$ cat src/logic/ild_pkg.sv
// Constants shared by the ISA logical-device front end and its queues.
// Assumes a single 25 MHz system clock.
package ild_pkg;
  localparam int NUM_LD = 5;
  localparam int NUM_DMA = 3;
  localparam int NUM_IRQ = 7;
  localparam int CLK_HZ = 25000000;
  localparam int INIT_MS = 3;
  localparam int CFG_MIN_MS = 1;
  localparam int CFG_MAX_MS = 190;
  localparam int INIT_CYC = INIT_MS * (CLK_HZ / 1000);
  localparam int CFG_MIN_CYC = CFG_MIN_MS * (CLK_HZ / 1000);
  localparam int CFG_MAX_CYC = CFG_MAX_MS * (CLK_HZ / 1000);
  localparam int MIDI_DEPTH = 16;
  localparam int JOY_MAX = 2;
  localparam logic [4:0] LD_DEC12 = 5'h05;
  localparam logic [3:0] ALT_MAX_LEN = 4'h8;
  localparam logic [2:0] LD_GAME = 3'h1;
  localparam logic [2:0] LD_CTRL = 3'h2;
  localparam logic [2:0] LD_MIDI = 3'h3;
  localparam logic [6:0] CTRL_PWR_OFF = 7'h00;
  localparam logic [6:0] CTRL_JOY_OFF = 7'h01;
  localparam logic [6:0] CTRL_RES_OFF = 7'h02;
  localparam logic [6:0] MIDI_DATA_OFF = 7'h00;
  localparam logic [6:0] MIDI_STAT_OFF = 7'h01;
  localparam logic [7:0] PWR_RST = 8'h00;
  localparam logic [7:0] JOY_RATE_RST = 8'h00;
  typedef enum logic [1:0] {ST_INIT, ST_LOAD, ST_READY} ild_state_e;
endpackage

$ cat src/logic/ild_stream_if.sv
// Valid/ready byte stream between the front end and its queues.
// Assumes both ends share one clock.
`timescale 1ns/100ps
interface ild_stream_if #(parameter int W = 8);
  logic [W-1:0] data;
  logic valid;
  logic ready;
  modport src (output data, output valid, input ready);
  modport snk (input data, input valid, output ready);
endinterface // ild_stream_if

$ cat src/logic/ild_fifo.sv
// Parameterised synchronous FIFO with valid/ready on both sides.
// Assumes one clock and an already synchronised active-low reset.
`timescale 1ns/100ps
module ild_fifo #(
  parameter int W = 8,
  parameter int D = 16
) (
  input wire logic clk_i,
  input wire logic rst_n_i,
  ild_stream_if.snk in_s,
  ild_stream_if.src out_s
);
  localparam int AW = $clog2(D);
  typedef struct packed {
    logic [AW-1:0] wp;
    logic [AW-1:0] rp;
    logic [AW:0] cnt;
  } ild_fifo_s;
  ild_fifo_s r, n;
  logic [W-1:0] mem [D];
  logic push, pop;

  assign in_s.ready = r.cnt != (AW+1)'(D);
  assign out_s.valid = r.cnt != '0;
  assign out_s.data = mem[r.rp];
  assign push = in_s.valid && in_s.ready;
  assign pop = out_s.valid && out_s.ready;

  always_comb begin
    n = r;
    if (push) begin
      n.wp = (r.wp == AW'(D-1)) ? '0 : r.wp + 1'b1;
    end
    if (pop) begin
      n.rp = (r.rp == AW'(D-1)) ? '0 : r.rp + 1'b1;
    end
    n.cnt = r.cnt + (AW+1)'(push) - (AW+1)'(pop);
  end

  always_ff @(posedge clk_i or negedge rst_n_i) begin
    if (!rst_n_i) begin
      r <= '0;
    end else begin
      r <= n;
    end
  end

  always_ff @(posedge clk_i) begin
    if (push) begin
      mem[r.wp] <= in_s.data;
    end
  end
endmodule // ild_fifo

$ cat src/logic/ild_host_port.sv
// ISA host-port front end for five logical devices: decode, PROGRAMMED_IO_ACCESS, DMA, IRQ routing.
// Assumes ISA strobes sampled synchronously to clock_i; config comes from pins.
`timescale 1ns/100ps
module ild_host_port #(
  parameter int INIT_CYC = ild_pkg::INIT_CYC,
  parameter int CFG_MIN_CYC = ild_pkg::CFG_MIN_CYC,
  parameter int CFG_MAX_CYC = ild_pkg::CFG_MAX_CYC,
  parameter int JOYSTICKS = ild_pkg::JOY_MAX,
  parameter int MIDI_DEPTH = ild_pkg::MIDI_DEPTH
) (
  input wire logic clock_i,
  input wire logic resetn_i,
  input wire logic host_reset_drive_i,
  input wire logic [15:0] sa_i,
  input wire logic aen_i,
  input wire logic ior_n_i,
  input wire logic iow_n_i,
  input wire logic [7:0] sd_i,
  output logic [7:0] sd_o,
  output logic sd_oe_o,
  input wire logic [2:0] dack_n_i,
  output logic [2:0] drq_o,
  output logic [6:0] irq_o,
  input wire logic dec16_i,
  input wire logic [4:0] ld_active_i,
  input wire logic [4:0][11:0] ld_base_i,
  input wire logic [4:0][6:0] ld_len_i,
  input wire logic [4:0][9:0] ld_alt_base_i,
  input wire logic [4:0][3:0] ld_alt_len_i,
  input wire logic [4:0][2:0] ld_irq_sel_i,
  input wire logic [5:0] irq_req_i,
  input wire logic dma_release_timing_bit_i,
  input wire logic [2:0][2:0] dma_ld_i,
  input wire logic [2:0] dma_start_i,
  input wire logic [2:0][2:0] dma_bytes_i,
  input wire logic [2:0][7:0] dma_rd_data_i,
  output logic [2:0] dma_wr_o,
  output logic [2:0] dma_rd_o,
  output logic [7:0] data_o,
  input wire logic [7:0] func_rd_data_i,
  output logic func_wr_o,
  output logic func_rd_o,
  output logic [2:0] func_ld_o,
  output logic [6:0] func_off_o,
  output logic func_alt_o,
  input wire logic [7:0] joy_i,
  output logic joy_fire_o,
  output logic [7:0] power_ctl_o,
  output logic [7:0] joy_rate_o,
  output logic [7:0] res_data_o,
  output logic res_data_stb_o,
  input wire logic cfg_mem_present_i,
  input wire logic cfg_load_done_i,
  output logic cfg_load_o,
  output logic cfg_timeout_o,
  output logic ready_o,
  output logic [7:0] midi_tx_data_o,
  output logic midi_tx_valid_o,
  input wire logic midi_tx_ready_i,
  input wire logic [7:0] midi_rx_data_i,
  input wire logic midi_rx_valid_i,
  output logic midi_rx_ready_o
);
  typedef struct packed {
    ild_pkg::ild_state_e st;
    logic [23:0] cnt;
    logic cfg_load;
    logic cfg_to;
    logic iow_q;
    logic ior_q;
    logic [2:0] dack_q;
    logic [7:0] wdat;
    logic sel_hit;
    logic sel_dma;
    logic [1:0] sel_ch;
    logic [2:0] sel_ld;
    logic [6:0] sel_off;
    logic sel_alt;
    logic [7:0] sd;
    logic sd_oe;
    logic [2:0] drq;
    logic [2:0][2:0] left;
    logic [7:0] pwr;
    logic [7:0] joy_rate;
    logic [7:0] res;
    logic res_stb;
    logic func_wr;
    logic func_rd;
    logic [7:0] fdat;
    logic [2:0] dma_wr;
    logic [2:0] dma_rd;
    logic [6:0] irq;
    logic joy_fire;
    logic tx_push;
    logic rx_pop;
  } ild_regs_s;

  localparam ild_regs_s REGS_RST = '{st: ild_pkg::ST_INIT, iow_q: 1'b1, ior_q: 1'b1, dack_q: 3'h7,
    pwr: ild_pkg::PWR_RST, joy_rate: ild_pkg::JOY_RATE_RST, default: '0};

  // -------------------------------------------------------------------
  // Reset release
  // -------------------------------------------------------------------
  logic [1:0] rst_sync_q;
  logic rst_n;
  always_ff @(posedge clock_i or negedge resetn_i) begin
    if (!resetn_i) begin
      rst_sync_q <= 2'h0;
    end else begin
      rst_sync_q <= {rst_sync_q[0], 1'b1};
    end
  end
  assign rst_n = rst_sync_q[1];

  // -------------------------------------------------------------------
  // MIDI queues
  // -------------------------------------------------------------------
  ild_stream_if #(.W(8)) tx_in ();
  ild_stream_if #(.W(8)) tx_out ();
  ild_stream_if #(.W(8)) rx_in ();
  ild_stream_if #(.W(8)) rx_out ();
  ild_regs_s r, n;

  assign tx_in.data = r.fdat;
  assign tx_in.valid = r.tx_push;
  assign midi_tx_data_o = tx_out.data;
  assign midi_tx_valid_o = tx_out.valid;
  assign tx_out.ready = midi_tx_ready_i;
  assign rx_in.data = midi_rx_data_i;
  assign rx_in.valid = midi_rx_valid_i;
  assign midi_rx_ready_o = rx_in.ready;
  assign rx_out.ready = r.rx_pop;

  ild_fifo #(.W(8), .D(MIDI_DEPTH)) u_tx_fifo (
    .clk_i(clock_i), .rst_n_i(rst_n), .in_s(tx_in), .out_s(tx_out));
  ild_fifo #(.W(8), .D(MIDI_DEPTH)) u_rx_fifo (
    .clk_i(clock_i), .rst_n_i(rst_n), .in_s(rx_in), .out_s(rx_out));

  // -------------------------------------------------------------------
  // Address decode per logical device
  // -------------------------------------------------------------------
  logic up_ok;
  logic [4:0] hit_b, hit_a;
  logic [4:0][6:0] off_b;
  logic [4:0][2:0] off_a;
  assign up_ok = !dec16_i || sa_i[15:12] == 4'h0;

  for (genvar g = 0; g < ild_pkg::NUM_LD; g++) begin : g_dec
    logic [11:0] db;
    logic [9:0] da;
    logic [3:0] alen;
    assign db = sa_i[11:0] - ld_base_i[g];
    assign da = sa_i[9:0] - ld_alt_base_i[g];
    // An alternate range never spans more than eight locations.
    assign alen = (ld_alt_len_i[g] > ild_pkg::ALT_MAX_LEN) ? ild_pkg::ALT_MAX_LEN : ld_alt_len_i[g];
    assign hit_b[g] = ld_active_i[g] && up_ok && (ild_pkg::LD_DEC12[g] || sa_i[11:10] == 2'h0)
      && db < {5'h00, ld_len_i[g]};
    assign hit_a[g] = ld_active_i[g] && up_ok && sa_i[11:10] == 2'h0 && da < {6'h00, alen};
    assign off_b[g] = db[6:0];
    assign off_a[g] = da[2:0];
  end

  // -------------------------------------------------------------------
  // Next-state logic
  // -------------------------------------------------------------------
  always_comb begin
    logic iow_rise, ior_rise, stb_fall, hit, alt, pio_ok, dma_ok, dma_cyc, own_ok, ld0_req;
    logic [2:0] ld;
    logic [6:0] off;
    logic [1:0] ch;
    logic [7:0] joy_mask;
    iow_rise = !r.iow_q && iow_n_i;
    ior_rise = !r.ior_q && ior_n_i;
    stb_fall = r.iow_q && r.ior_q && !(iow_n_i && ior_n_i);
    hit = 1'b0;
    alt = 1'b0;
    ld = 3'h0;
    off = 7'h00;
    own_ok = 1'b0;
    ld0_req = 1'b0;
    for (int i = ild_pkg::NUM_LD - 1; i >= 0; i--) begin
      if (hit_b[i] || hit_a[i]) begin
        hit = 1'b1;
        ld = 3'(i);
        alt = !hit_b[i];
        off = hit_b[i] ? off_b[i] : {4'h0, off_a[i]};
      end
    end
    ch = !dack_n_i[0] ? 2'h0 : (!dack_n_i[1] ? 2'h1 : 2'h2);
    pio_ok = r.st == ild_pkg::ST_READY && hit && dack_n_i == 3'h7 && !aen_i;
    dma_cyc = r.st == ild_pkg::ST_READY && dack_n_i != 3'h7 && aen_i;
    dma_ok = dma_cyc && dma_ld_i[ch] < 3'h5 && ld_active_i[dma_ld_i[ch]];
    n = r;
    n.iow_q = iow_n_i;
    n.ior_q = ior_n_i;
    n.dack_q = dack_n_i;
    {n.res_stb, n.func_wr, n.func_rd, n.joy_fire, n.tx_push, n.rx_pop} = 6'h00;
    n.dma_wr = 3'h0;
    n.dma_rd = 3'h0;
    if (!iow_n_i) begin
      n.wdat = sd_i;
    end
    // Address and class are frozen at the strobe's fall; the bus may move before the rise.
    if (stb_fall) begin
      n.sel_hit = pio_ok;
      n.sel_dma = dma_ok;
      n.sel_ch = ch;
      n.sel_ld = ld;
      n.sel_off = off;
      n.sel_alt = alt;
    end
    joy_mask = (JOYSTICKS >= ild_pkg::JOY_MAX) ? 8'hff : 8'h33;
    n.sd_oe = !ior_n_i && !stb_fall && (r.sel_hit || r.sel_dma);
    if (r.sel_dma) begin
      n.sd = dma_rd_data_i[r.sel_ch];
    end else begin
      unique case (r.sel_ld)
        ild_pkg::LD_GAME: n.sd = joy_i & joy_mask;
        ild_pkg::LD_CTRL: n.sd = (r.sel_off == ild_pkg::CTRL_PWR_OFF) ? r.pwr :
          (r.sel_off == ild_pkg::CTRL_JOY_OFF) ? r.joy_rate : r.res;
        ild_pkg::LD_MIDI: n.sd = (r.sel_off == ild_pkg::MIDI_STAT_OFF) ?
          {!rx_out.valid, !tx_in.ready, 6'h00} : rx_out.data;
        default: n.sd = func_rd_data_i;
      endcase
    end
    if (iow_rise) begin
      n.fdat = r.wdat;
      if (r.sel_dma) begin
        n.dma_wr[r.sel_ch] = 1'b1;
      end else if (r.sel_hit) begin
        unique case (r.sel_ld)
          ild_pkg::LD_GAME: n.joy_fire = 1'b1;
          ild_pkg::LD_CTRL: begin
            if (r.sel_off == ild_pkg::CTRL_PWR_OFF) begin
              n.pwr = r.wdat;
            end else if (r.sel_off == ild_pkg::CTRL_JOY_OFF) begin
              n.joy_rate = r.wdat;
            end else if (r.sel_off == ild_pkg::CTRL_RES_OFF) begin
              n.res = r.wdat;
              n.res_stb = 1'b1;
            end
          end
          // A byte written while the queue is full is dropped; the status bit shows it.
          ild_pkg::LD_MIDI: n.tx_push = r.sel_off == ild_pkg::MIDI_DATA_OFF;
          default: n.func_wr = 1'b1;
        endcase
      end
    end
    if (ior_rise) begin
      if (r.sel_dma) begin
        n.dma_rd[r.sel_ch] = 1'b1;
      end else if (r.sel_hit) begin
        n.rx_pop = r.sel_ld == ild_pkg::LD_MIDI && r.sel_off == ild_pkg::MIDI_DATA_OFF && rx_out.valid;
        n.func_rd = r.sel_ld != ild_pkg::LD_MIDI && r.sel_ld != ild_pkg::LD_CTRL && r.sel_ld != ild_pkg::LD_GAME;
      end
    end
    // Each channel serves one owner; it starts only from its own dma_start_i bit while that owner is active.
    for (int c = 0; c < ild_pkg::NUM_DMA; c++) begin
      own_ok = r.st == ild_pkg::ST_READY && dma_ld_i[c] < 3'h5 && ld_active_i[dma_ld_i[c]];
      if (!own_ok) begin
        n.drq[c] = 1'b0;
        n.left[c] = 3'h0;
      end else if (!r.drq[c]) begin
        if (dma_start_i[c]) begin
          n.drq[c] = 1'b1;
          n.left[c] = (dma_bytes_i[c] == 3'h0) ? 3'h1 : dma_bytes_i[c];
        end
      end else if (dma_release_timing_bit_i && r.left[c] == 3'h1 && r.dack_q[c] && !dack_n_i[c]) begin
        n.drq[c] = 1'b0;
        n.left[c] = 3'h0;
      end else if (stb_fall && !dack_n_i[c] && aen_i) begin
        n.left[c] = r.left[c] - 3'h1;
        n.drq[c] = r.left[c] != 3'h1;
      end
    end
    ld0_req = irq_req_i[0] || irq_req_i[5];
    for (int p = 0; p < ild_pkg::NUM_IRQ; p++) begin
      n.irq[p] = 1'b0;
      for (int i = 0; i < ild_pkg::NUM_LD; i++) begin
        if (ld_active_i[i] && ld_irq_sel_i[i] == 3'(p) && (i == 0 ? ld0_req : irq_req_i[i])) begin
          n.irq[p] = r.st == ild_pkg::ST_READY;
        end
      end
    end
    unique case (r.st)
      ild_pkg::ST_INIT: begin
        n.cnt = r.cnt + 24'h1;
        if (r.cnt >= 24'(INIT_CYC - 1)) begin
          n.st = ild_pkg::ST_LOAD;
          n.cnt = 24'h0;
          n.cfg_load = 1'b1;
        end
      end
      ild_pkg::ST_LOAD: begin
        n.cnt = r.cnt + 24'h1;
        if (r.cnt >= 24'(CFG_MIN_CYC - 1) && (!cfg_mem_present_i || cfg_load_done_i)) begin
          n.st = ild_pkg::ST_READY;
          n.cfg_load = 1'b0;
        end else if (r.cnt >= 24'(CFG_MAX_CYC - 1)) begin
          n.st = ild_pkg::ST_READY;
          n.cfg_load = 1'b0;
          n.cfg_to = 1'b1;
        end
      end
      ild_pkg::ST_READY: n.cnt = r.cnt;
    endcase
    if (host_reset_drive_i) begin
      n = REGS_RST;
    end
  end

  always_ff @(posedge clock_i or negedge rst_n) begin
    if (!rst_n) begin
      r <= REGS_RST;
    end else begin
      r <= n;
    end
  end

  assign sd_o = r.sd;
  assign sd_oe_o = r.sd_oe;
  assign drq_o = r.drq;
  assign irq_o = r.irq;
  assign dma_wr_o = r.dma_wr;
  assign dma_rd_o = r.dma_rd;
  assign data_o = r.fdat;
  assign func_wr_o = r.func_wr;
  assign func_rd_o = r.func_rd;
  assign func_ld_o = r.sel_ld;
  assign func_off_o = r.sel_off;
  assign func_alt_o = r.sel_alt;
  assign joy_fire_o = r.joy_fire;
  assign power_ctl_o = r.pwr;
  assign joy_rate_o = r.joy_rate;
  assign res_data_o = r.res;
  assign res_data_stb_o = r.res_stb;
  assign cfg_load_o = r.cfg_load;
  assign cfg_timeout_o = r.cfg_to;
  assign ready_o = r.st == ild_pkg::ST_READY;
endmodule // ild_host_port

$ cat config.mk
export PLATFORM = sky130hd
export DESIGN_NAME = ild_host_port
export DESIGN_NICKNAME = d
export VERILOG_FILES = /design/src/logic/ild_pkg.sv /design/src/logic/ild_stream_if.sv /design/src/logic/ild_fifo.sv /design/src/logic/ild_host_port.sv
export SDC_FILE = /design/constraint.sdc
export NUM_CORES = 1
export LEC_CHECK = 0
export CAP_MARGIN = 10
export CORE_AREA = 10 10 213 215
export CTS_BUF_LIST = sky130_fd_sc_hd__clkbuf_2
export DETAILED_ROUTE_END_ITERATION = 16
export DIE_AREA = 0 0 223 225
export DONT_BUFFER_PORTS = 1
export GPL_TIMING_DRIVEN = 0
export PLACE_DENSITY = 0.8
export SYNTH_ARGS = -nofsm -noshare
export SYNTH_HDL_FRONTEND = slang
export SYNTH_HIERARCHICAL = 1
export SYNTH_SLANG_ARGS = --single-unit
$ cat constraint.sdc
create_clock -name clock_i -period 7.38 [get_ports clock_i]
set_input_delay 1.476 -clock clock_i [delete_from_list [all_inputs] [get_ports clock_i]]
set_output_delay 1.476 -clock clock_i [all_outputs]
set_load 0.03 [all_outputs]
* Word-level counts from Yosys, hierarchy flattened
Memories as Yosys holds them, arrays and structs flattened.
Index checks and enable logic that the tools add are counted.
** Word-level totals
- Register bits after elaboration :: 156
- RAM bits :: 256
- Input port bits :: 299
- Output and inout bits :: 85
- Logic and storage cells :: 520
- Memories :: 2
** Cells by class
- Add/subtract/negate cells :: 22
- Order comparisons :: 29
- Equal/unequal tests :: 68
- Muxes and demuxes :: 164
- Reductions and logical operators :: 195
** Memory list
- u_rx_fifo.mem :: words 16, width 8, rd ports 1, clocked after memory_dff 0, write ports 1, line ild_fifo.sv:20 : logic [W-1:0] mem [D];
- u_tx_fifo.mem :: words 16, width 8, rd ports 1, clocked after memory_dff 0, write ports 1, line ild_fifo.sv:20
** Operator list (count)
- $logic_and 1x1->1 :: 135
- $mux 128 :: 1
- $mux 1 :: 81
- $mux 26 :: 3
- $mux 3 :: 26
- $mux 7 :: 10
- $mux 8 :: 8
- $lt 12x7->1 :: 5
- $sub 12x12->12 :: 5
- $lt 10x4->1 :: 5
- $sub 10x10->10 :: 5
- $eq 3x3->1 const B :: 16
- $pmux 24 s2 :: 1
- $eq 3x2->1 const B :: 12
- $mux 4 :: 9
- $eq 3x1->1 const B :: 9
- $mux 27 :: 1
- $mux 25 :: 1
- $add 24x1->24 const B :: 1
- $ge 24x15->1 const B :: 1
- $ge 24x17->1 const B :: 1
- $ge 24x23->1 const B :: 1
- $logic_not 3->1 :: 8
- $pmux 8 s3 :: 1
- other kinds (46) :: 132

* Longest topological paths before layout
- Depth in word-level cells :: 16
- Mapped depth :: 20
- Mapped depth without buffers :: 19

* Cells and area by module
Netlist, hierarchy kept.
** Modules (own cells, without submodules)
- ild_host_port :: times used 1, cells an instance 1845, area an instance 14403.8 µm², sequential area each 3234.4 µm²
- ild_fifo (u_rx_fifo) :: times used 1, cells an instance 325, area an instance 5895.7 µm², sequential area each 4169.0 µm²
- ild_fifo (u_tx_fifo) :: times used 1, cells an instance 311, area an instance 5789.3 µm², sequential area each 4169.0 µm²

* Least setup slack after synthesis
Ideal clock, no wire load.
- Kind :: input to register
- Start :: input sa_i[0]
- End :: register r (netlist bit func_off_o[2])
- Setup time :: 0.122 ns
- Arrival :: 5.247 ns
- Data required time :: 7.258 ns
- Slack :: 2.011 ns
- Stages :: 19
- Path buffers :: 1
- Cells stage by stage :: inv_1 -> ha_1 -> inv_1 -> fa_1 -> a211oi_1 -> nor2_1 -> o31ai_1 -> a21boi_0 -> ha_1 -> a221oi_1 -> nand3_1 -> a311oi_1 -> o21a_1 -> nor4b_2 -> clkbuf_1 -> nor3_1 -> o311ai_1 -> o211ai_1 -> a32o_1
** On the way
- Word-level cells in the longest chain between the ends :: 11
- Elaborated cells on any way between the ends :: 47
- Classes of those cells :: 10 x add/sub; 10 x order compare; 12 x mux; 15 x reduce/logical
** Ends and longest elaborated chain
- start, declared :: line ild_host_port.sv:14 : input wire logic [15:0] sa_i,
- $sub 12x12->12 / $sub 10x10->10 (equally long branches) :: line ild_host_port.sv:152, ild_host_port.sv:153
- $lt 12x7->1 / $lt 10x4->1 (equally long branches) :: line ild_host_port.sv:157, ild_host_port.sv:158
- $logic_and 1x1->1 (on tied branches) :: line ild_host_port.sv:157, ild_host_port.sv:158
- $mux 7 / $logic_or 1x1->1 (equally long branches) :: line ild_host_port.sv:186, ild_host_port.sv:182
- $mux 7 (4 in series) :: line ild_host_port.sv:182 : if (hit_b[i] || hit_a[i]) begin
- $mux 7 * :: line ild_host_port.sv:182
- $mux 15 * :: line ild_host_port.sv:204 : if (stb_fall) begin
- $mux 128 * :: line ild_host_port.sv:307 : if (host_reset_drive_i) begin
- end signal, assigned :: line ild_host_port.sv:316 : r <= n;
- end, declared :: line ild_host_port.sv:122 : ild_regs_s r, n;
Mark *: on every way between the ends. The rest lies on a longest branch, timed or not. The select of a mux whose other input is x is not followed.
A chain may end at the register's enable or synchronous reset.

* Worst setup path after layout
- Start :: input sa_i[0]
- End :: register r (netlist bit func_off_o[1])
Same word-level chain as after synthesis.

==> report_table.html <==
<table>
<tr><th>Metric</th><th>Value</th></tr>
<tr><th colspan="2">Power and ir drop</th></tr>
<tr><td>Maximum VDD drop</td><td>179 uV</td></tr>
<tr><td>Cell area power density</td><td>212 nW/um^2</td></tr>
<tr><td>Reported leakage power</td><td>11.9 nW</td></tr>
<tr><th colspan="2">Final layout</th></tr>
<tr><td>Share of cells above drive strength 1</td><td>13.2%</td></tr>
<tr><td>Area growth, synth to finish</td><td>6.74%</td></tr>
<tr><td>Leading cell type in the layout, fill and taps excluded</td><td>edfxtp_1</td></tr>
<tr><td>Number of nets in the final layout</td><td>3,074</td></tr>
<tr><td>Leading cell types in the layout, fill and taps excluded</td><td>edfxtp_1 (256), inv_1 (209), nand2_1 (179)</td></tr>
<tr><td>Non-filler cells, final</td><td>3,215</td></tr>
<tr><td>Final standard cell area without fillers</td><td>27,800 sq um</td></tr>
<tr><th colspan="2">Route</th></tr>
<tr><td>Count of unresolved DRC violations after routing</td><td>0</td></tr>
<tr><td>Via density</td><td>6.52</td></tr>
<tr><td>Final routed wire length divided by cell count</td><td>24.4 um</td></tr>
<tr><td>Remaining antenna violation count</td><td>0</td></tr>
<tr><td>Total number of vias</td><td>21.0k</td></tr>
<tr><td>First-pass DRT Iterations</td><td>5</td></tr>
<tr><td>Routed WL</td><td>78,500 um</td></tr>
<tr><td>Number of design-rule violations left by the first detailed-router iteration</td><td>1,952</td></tr>
<tr><th colspan="2">Synth</th></tr>
<tr><td>Post-synthesis instance total</td><td>2,481</td></tr>
<tr><td>Sequential fraction of the synthesis area</td><td>44.4%</td></tr>
<tr><td>Count of flip-flops with a built-in enable after synthesis</td><td>256</td></tr>
<tr><td>Cell area after synthesis</td><td>26,100 sq um</td></tr>
<tr><td>Commonest register cell after synthesis</td><td>edfxtp_1</td></tr>
<tr><td>Fraction of registers with async set or reset after synthesis</td><td>37.7%</td></tr>
<tr><td>Ranking of synthesized cells by area</td><td>edfxtp_1 (29%), dfrtp_1 (14%), ha_1 (8.3%), mux2i_1 (3.9%), mux4_2 (3.7%)</td></tr>
<tr><td>Number of library cell types mapped by synthesis</td><td>99</td></tr>
<tr><td>Ys Warns</td><td>6</td></tr>
<tr><td>Number of nets produced by synthesis</td><td>2,966</td></tr>
<tr><td>Count of state elements after synthesis</td><td>411</td></tr>
<tr><td>Average footprint of a synthesized cell</td><td>10.5 sq um</td></tr>
<tr><td>Area fraction of the dominant cell type after synthesis</td><td>29.5%</td></tr>
<tr><td>Biggest area consumer among synthesized cells</td><td>edfxtp_1</td></tr>
<tr><th colspan="2">Floorplan</th></tr>
<tr><td>Count of standard-cell rows</td><td>75</td></tr>
<tr><td>Area of the core region</td><td>41,400 sq um</td></tr>
<tr><td>Vert. Die Dim</td><td>225 um</td></tr>
<tr><td>Number of primary I/O pins</td><td>384</td></tr>
<tr><td>Initial standard-cell utilization of the core</td><td>63.0%</td></tr>
<tr><td>Die X-Extent</td><td>223 um</td></tr>
<tr><td>Die outline area</td><td>50,200 sq um</td></tr>
<tr><th colspan="2">Status</th></tr>
<tr><td>Run status</td><td>finished, final reports clean</td></tr>
<tr><th colspan="2">Clock network</th></tr>
<tr><td>CTS tree</td><td>done</td></tr>
<tr><td>TritonCTS buffer count</td><td>101</td></tr>
<tr><td>Post-CTS setup buffer count</td><td>0</td></tr>
<tr><td>Maximum level of the CTS H-tree</td><td>3</td></tr>
<tr><td>Insertion delay to the later sink of the worst-skew pair</td><td>1060 ps</td></tr>
<tr><td># resized after CTS</td><td>0</td></tr>
<tr><td>Register clock-pin slew on the reported worst setup and hold paths</td><td>100 ps</td></tr>
<tr><td>Hold buffers post-CTS</td><td>0</td></tr>
<tr><td>Cell at the root of the clock tree</td><td>clkbuf_2</td></tr>
<tr><td>Maximum clock insertion buffer count</td><td>3</td></tr>
<tr><td>Total number of clock tree sinks</td><td>411</td></tr>
<tr><th colspan="2">Global routing</th></tr>
<tr><td>Initial antenna violation count</td><td>6</td></tr>
<tr><td>Via count of the first global-routing pass</td><td>21.0k</td></tr>
<tr><td>Overall Global Routing Usage</td><td>30.0%</td></tr>
<tr><td>Pin count of the biggest net entering global routing</td><td>71</td></tr>
<tr><td>Wire length of the first global-routing pass</td><td>119,000 um</td></tr>
<tr><td>Final global-route overflow total</td><td>0</td></tr>
<tr><th colspan="2">STA</th></tr>
<tr><td>Clock Skew</td><td>94.8 ps</td></tr>
<tr><td>Setup TNS</td><td>0 ps</td></tr>
<tr><td>Final critical path time including I/O delays and setup</td><td>5830 ps</td></tr>
<tr><td>Unrepaired setup endpoints after global routing</td><td>false</td></tr>
<tr><td>Final worst setup slack</td><td>1550 ps</td></tr>
<tr><td>Final hold violation count</td><td>0</td></tr>
<tr><td>Final worst-path cycle share</td><td>79.0%</td></tr>
<tr><td>Setup Viol. Count Final</td><td>0</td></tr>
<tr><td>Timing-limited maximum frequency</td><td>0.171 GHz</td></tr>
<tr><td>Worst-Margin Slew</td><td>1170 ps</td></tr>
<tr><td>Headroom to the max-slew limit</td><td>21.0%</td></tr>
<tr><td>Final number of max-transition violations</td><td>0</td></tr>
<tr><th colspan="2">Place</th></tr>
<tr><td>GP Congestion</td><td>0.967</td></tr>
<tr><td>Placed Cells incl. Taps</td><td>3,025</td></tr>
<tr><td>Number of I/O port buffers</td><td>0</td></tr>
<tr><td>Post-detailed-placement cell area</td><td>26,900 sq um</td></tr>
<tr><td>HPWL after detailed placement</td><td>60,200 um</td></tr>
<tr><td>Worst-case setup slack after placement</td><td>708 ps</td></tr>
<tr><th colspan="2">Setup path</th></tr>
<tr><td>Kind of critical path</td><td>input port to register</td></tr>
<tr><td>Setup crit start kind</td><td>input port</td></tr>
<tr><td>Maximum fanout along the worst path</td><td>10</td></tr>
<tr><td>Required time of the worst setup path</td><td>8290 ps</td></tr>
<tr><td>Critical path capture point type</td><td>register</td></tr>
<tr><td>Arrival time worst endpoint</td><td>6740 ps</td></tr>
<tr><td>Cell count of the worst reg-to-reg path</td><td>7</td></tr>
<tr><th colspan="2">Flow run</th></tr>
<tr><td># Max-Cap Violations</td><td>0</td></tr>
<tr><th colspan="2">Min path</th></tr>
<tr><td>Path class of the lowest-slack min-delay path</td><td>input port to asynchronous set/reset pin</td></tr>
</table>
final cells by class:
type / instances / area (sq um)
clock buffer: 150 / 751
buffer: 150 / 930
inverter: 214 / 806
tap: 539 / 674
multi-input combinational: 1706 / 12800
timing repair buffer: 5 / 67.6
sequential: 411 / 11600
clock inverter: 36 / 226
fill: 3218 / 13500
antenna: 4 / 10.0
per-layer routing:
layer	share of wire, %	track usage (%)
met1	38	36.1
met2	48	49.3
met4	4.5	14.2
met3	9.8	8.29
met5	0.048	0
through the flow:
stage	total power [mW]	utilization, %	hold slack (ps)
2_1_floorplan	3.93	-	331
3_3_place_gp	4.26	64.7	344
3_5_place_dp	4.34	64.9	336
4_1_cts	5.92	67.3	30.2
5_1_grt	6.22	67.3	21.1
6_report	5.90	67.3	123
sequential cells by signal (all words and copies together), names as in the netlist, 13 cells and up:
| register | count |
|---|---|
| u_tx_fifo/r | 13 |
| r | 52 |
| u_tx_fifo/mem | 128 |
| u_rx_fifo/r | 13 |
| u_rx_fifo/mem | 128 |
cells by family (layout without fill, tap and decap cells):
logic type                 after synthesis  count (layout)  share of synthesized area (%)
other                                    1               5                         0.0144
DFF                                    411             411                           44.4
muxes                                  150             150                           7.89
adders and majority gates              186             186                           9.27
AOI/OAI and AO/OA                      604             604                           15.8
xor gates and xnor gates                73              73                           2.45
buffers and inverters                  364             555                           6.65
and+or+nand+nor                        692             692                           13.6
worst max-delay path, cell delays in order:
cell and delay, ps:
inv_1 470, ha_1 280, inv_1 60, fa_1 450, a211oi_1 270, nor2_1 120
o31ai_1 350, a21boi_0 410, ha_1 330, a221oi_1 270, nand3_1 110, a311oi_1 320
o21a_1 200, nor4b_2 410, clkbuf_1 440, nand2_1 140, a311oi_1 310, a211o_1 160
a32o_1 160
where the power goes:
group          total, mW  internal (mW)  switching (mW)
combinational       1.68          0.662            1.02
sequential          2.65           2.57          0.0808
clock               1.57          0.652           0.919
final timing paths:
path | start | endpoint | slack (ps)
worst max-delay path | sa_i[0] | func_off_o[1] | 1550
worst min-delay path | resetn_i | rst_sync_q[1] | 120
worst max register to register | r[99] | func_off_o[5] | 3670
worst min register to register | rst_sync_q[1] | u_tx_fifo/r[5] | 360
max in group asynchronous | rst_sync_q[1] | func_off_o[6] | 6200
min in group clock_i | rst_sync_q[0] | rst_sync_q[1] | 380
synth_stat cells, types with 25 or more instances:
cell type / count
a211oi_1: 36
nand3_1: 53
o21ai_1: 69
a21o_1: 39
nand2b_1: 35
inv_1: 209
nand2_1: 179
a22oi_1: 25
nor3_1: 61
xor2_1: 36
xnor2_1: 37
clkbuf_1: 56
buf_4: 70
and3_1: 26
mux2i_1: 101
nor2b_1: 29
o21ai_0: 76
o21a_1: 25
mux4_2: 43
edfxtp_1: 256
a21oi_1: 126
nor2_1: 159
dfrtp_1: 150
ha_1: 174
Note: power is estimated with default switching activity, not from simulation.
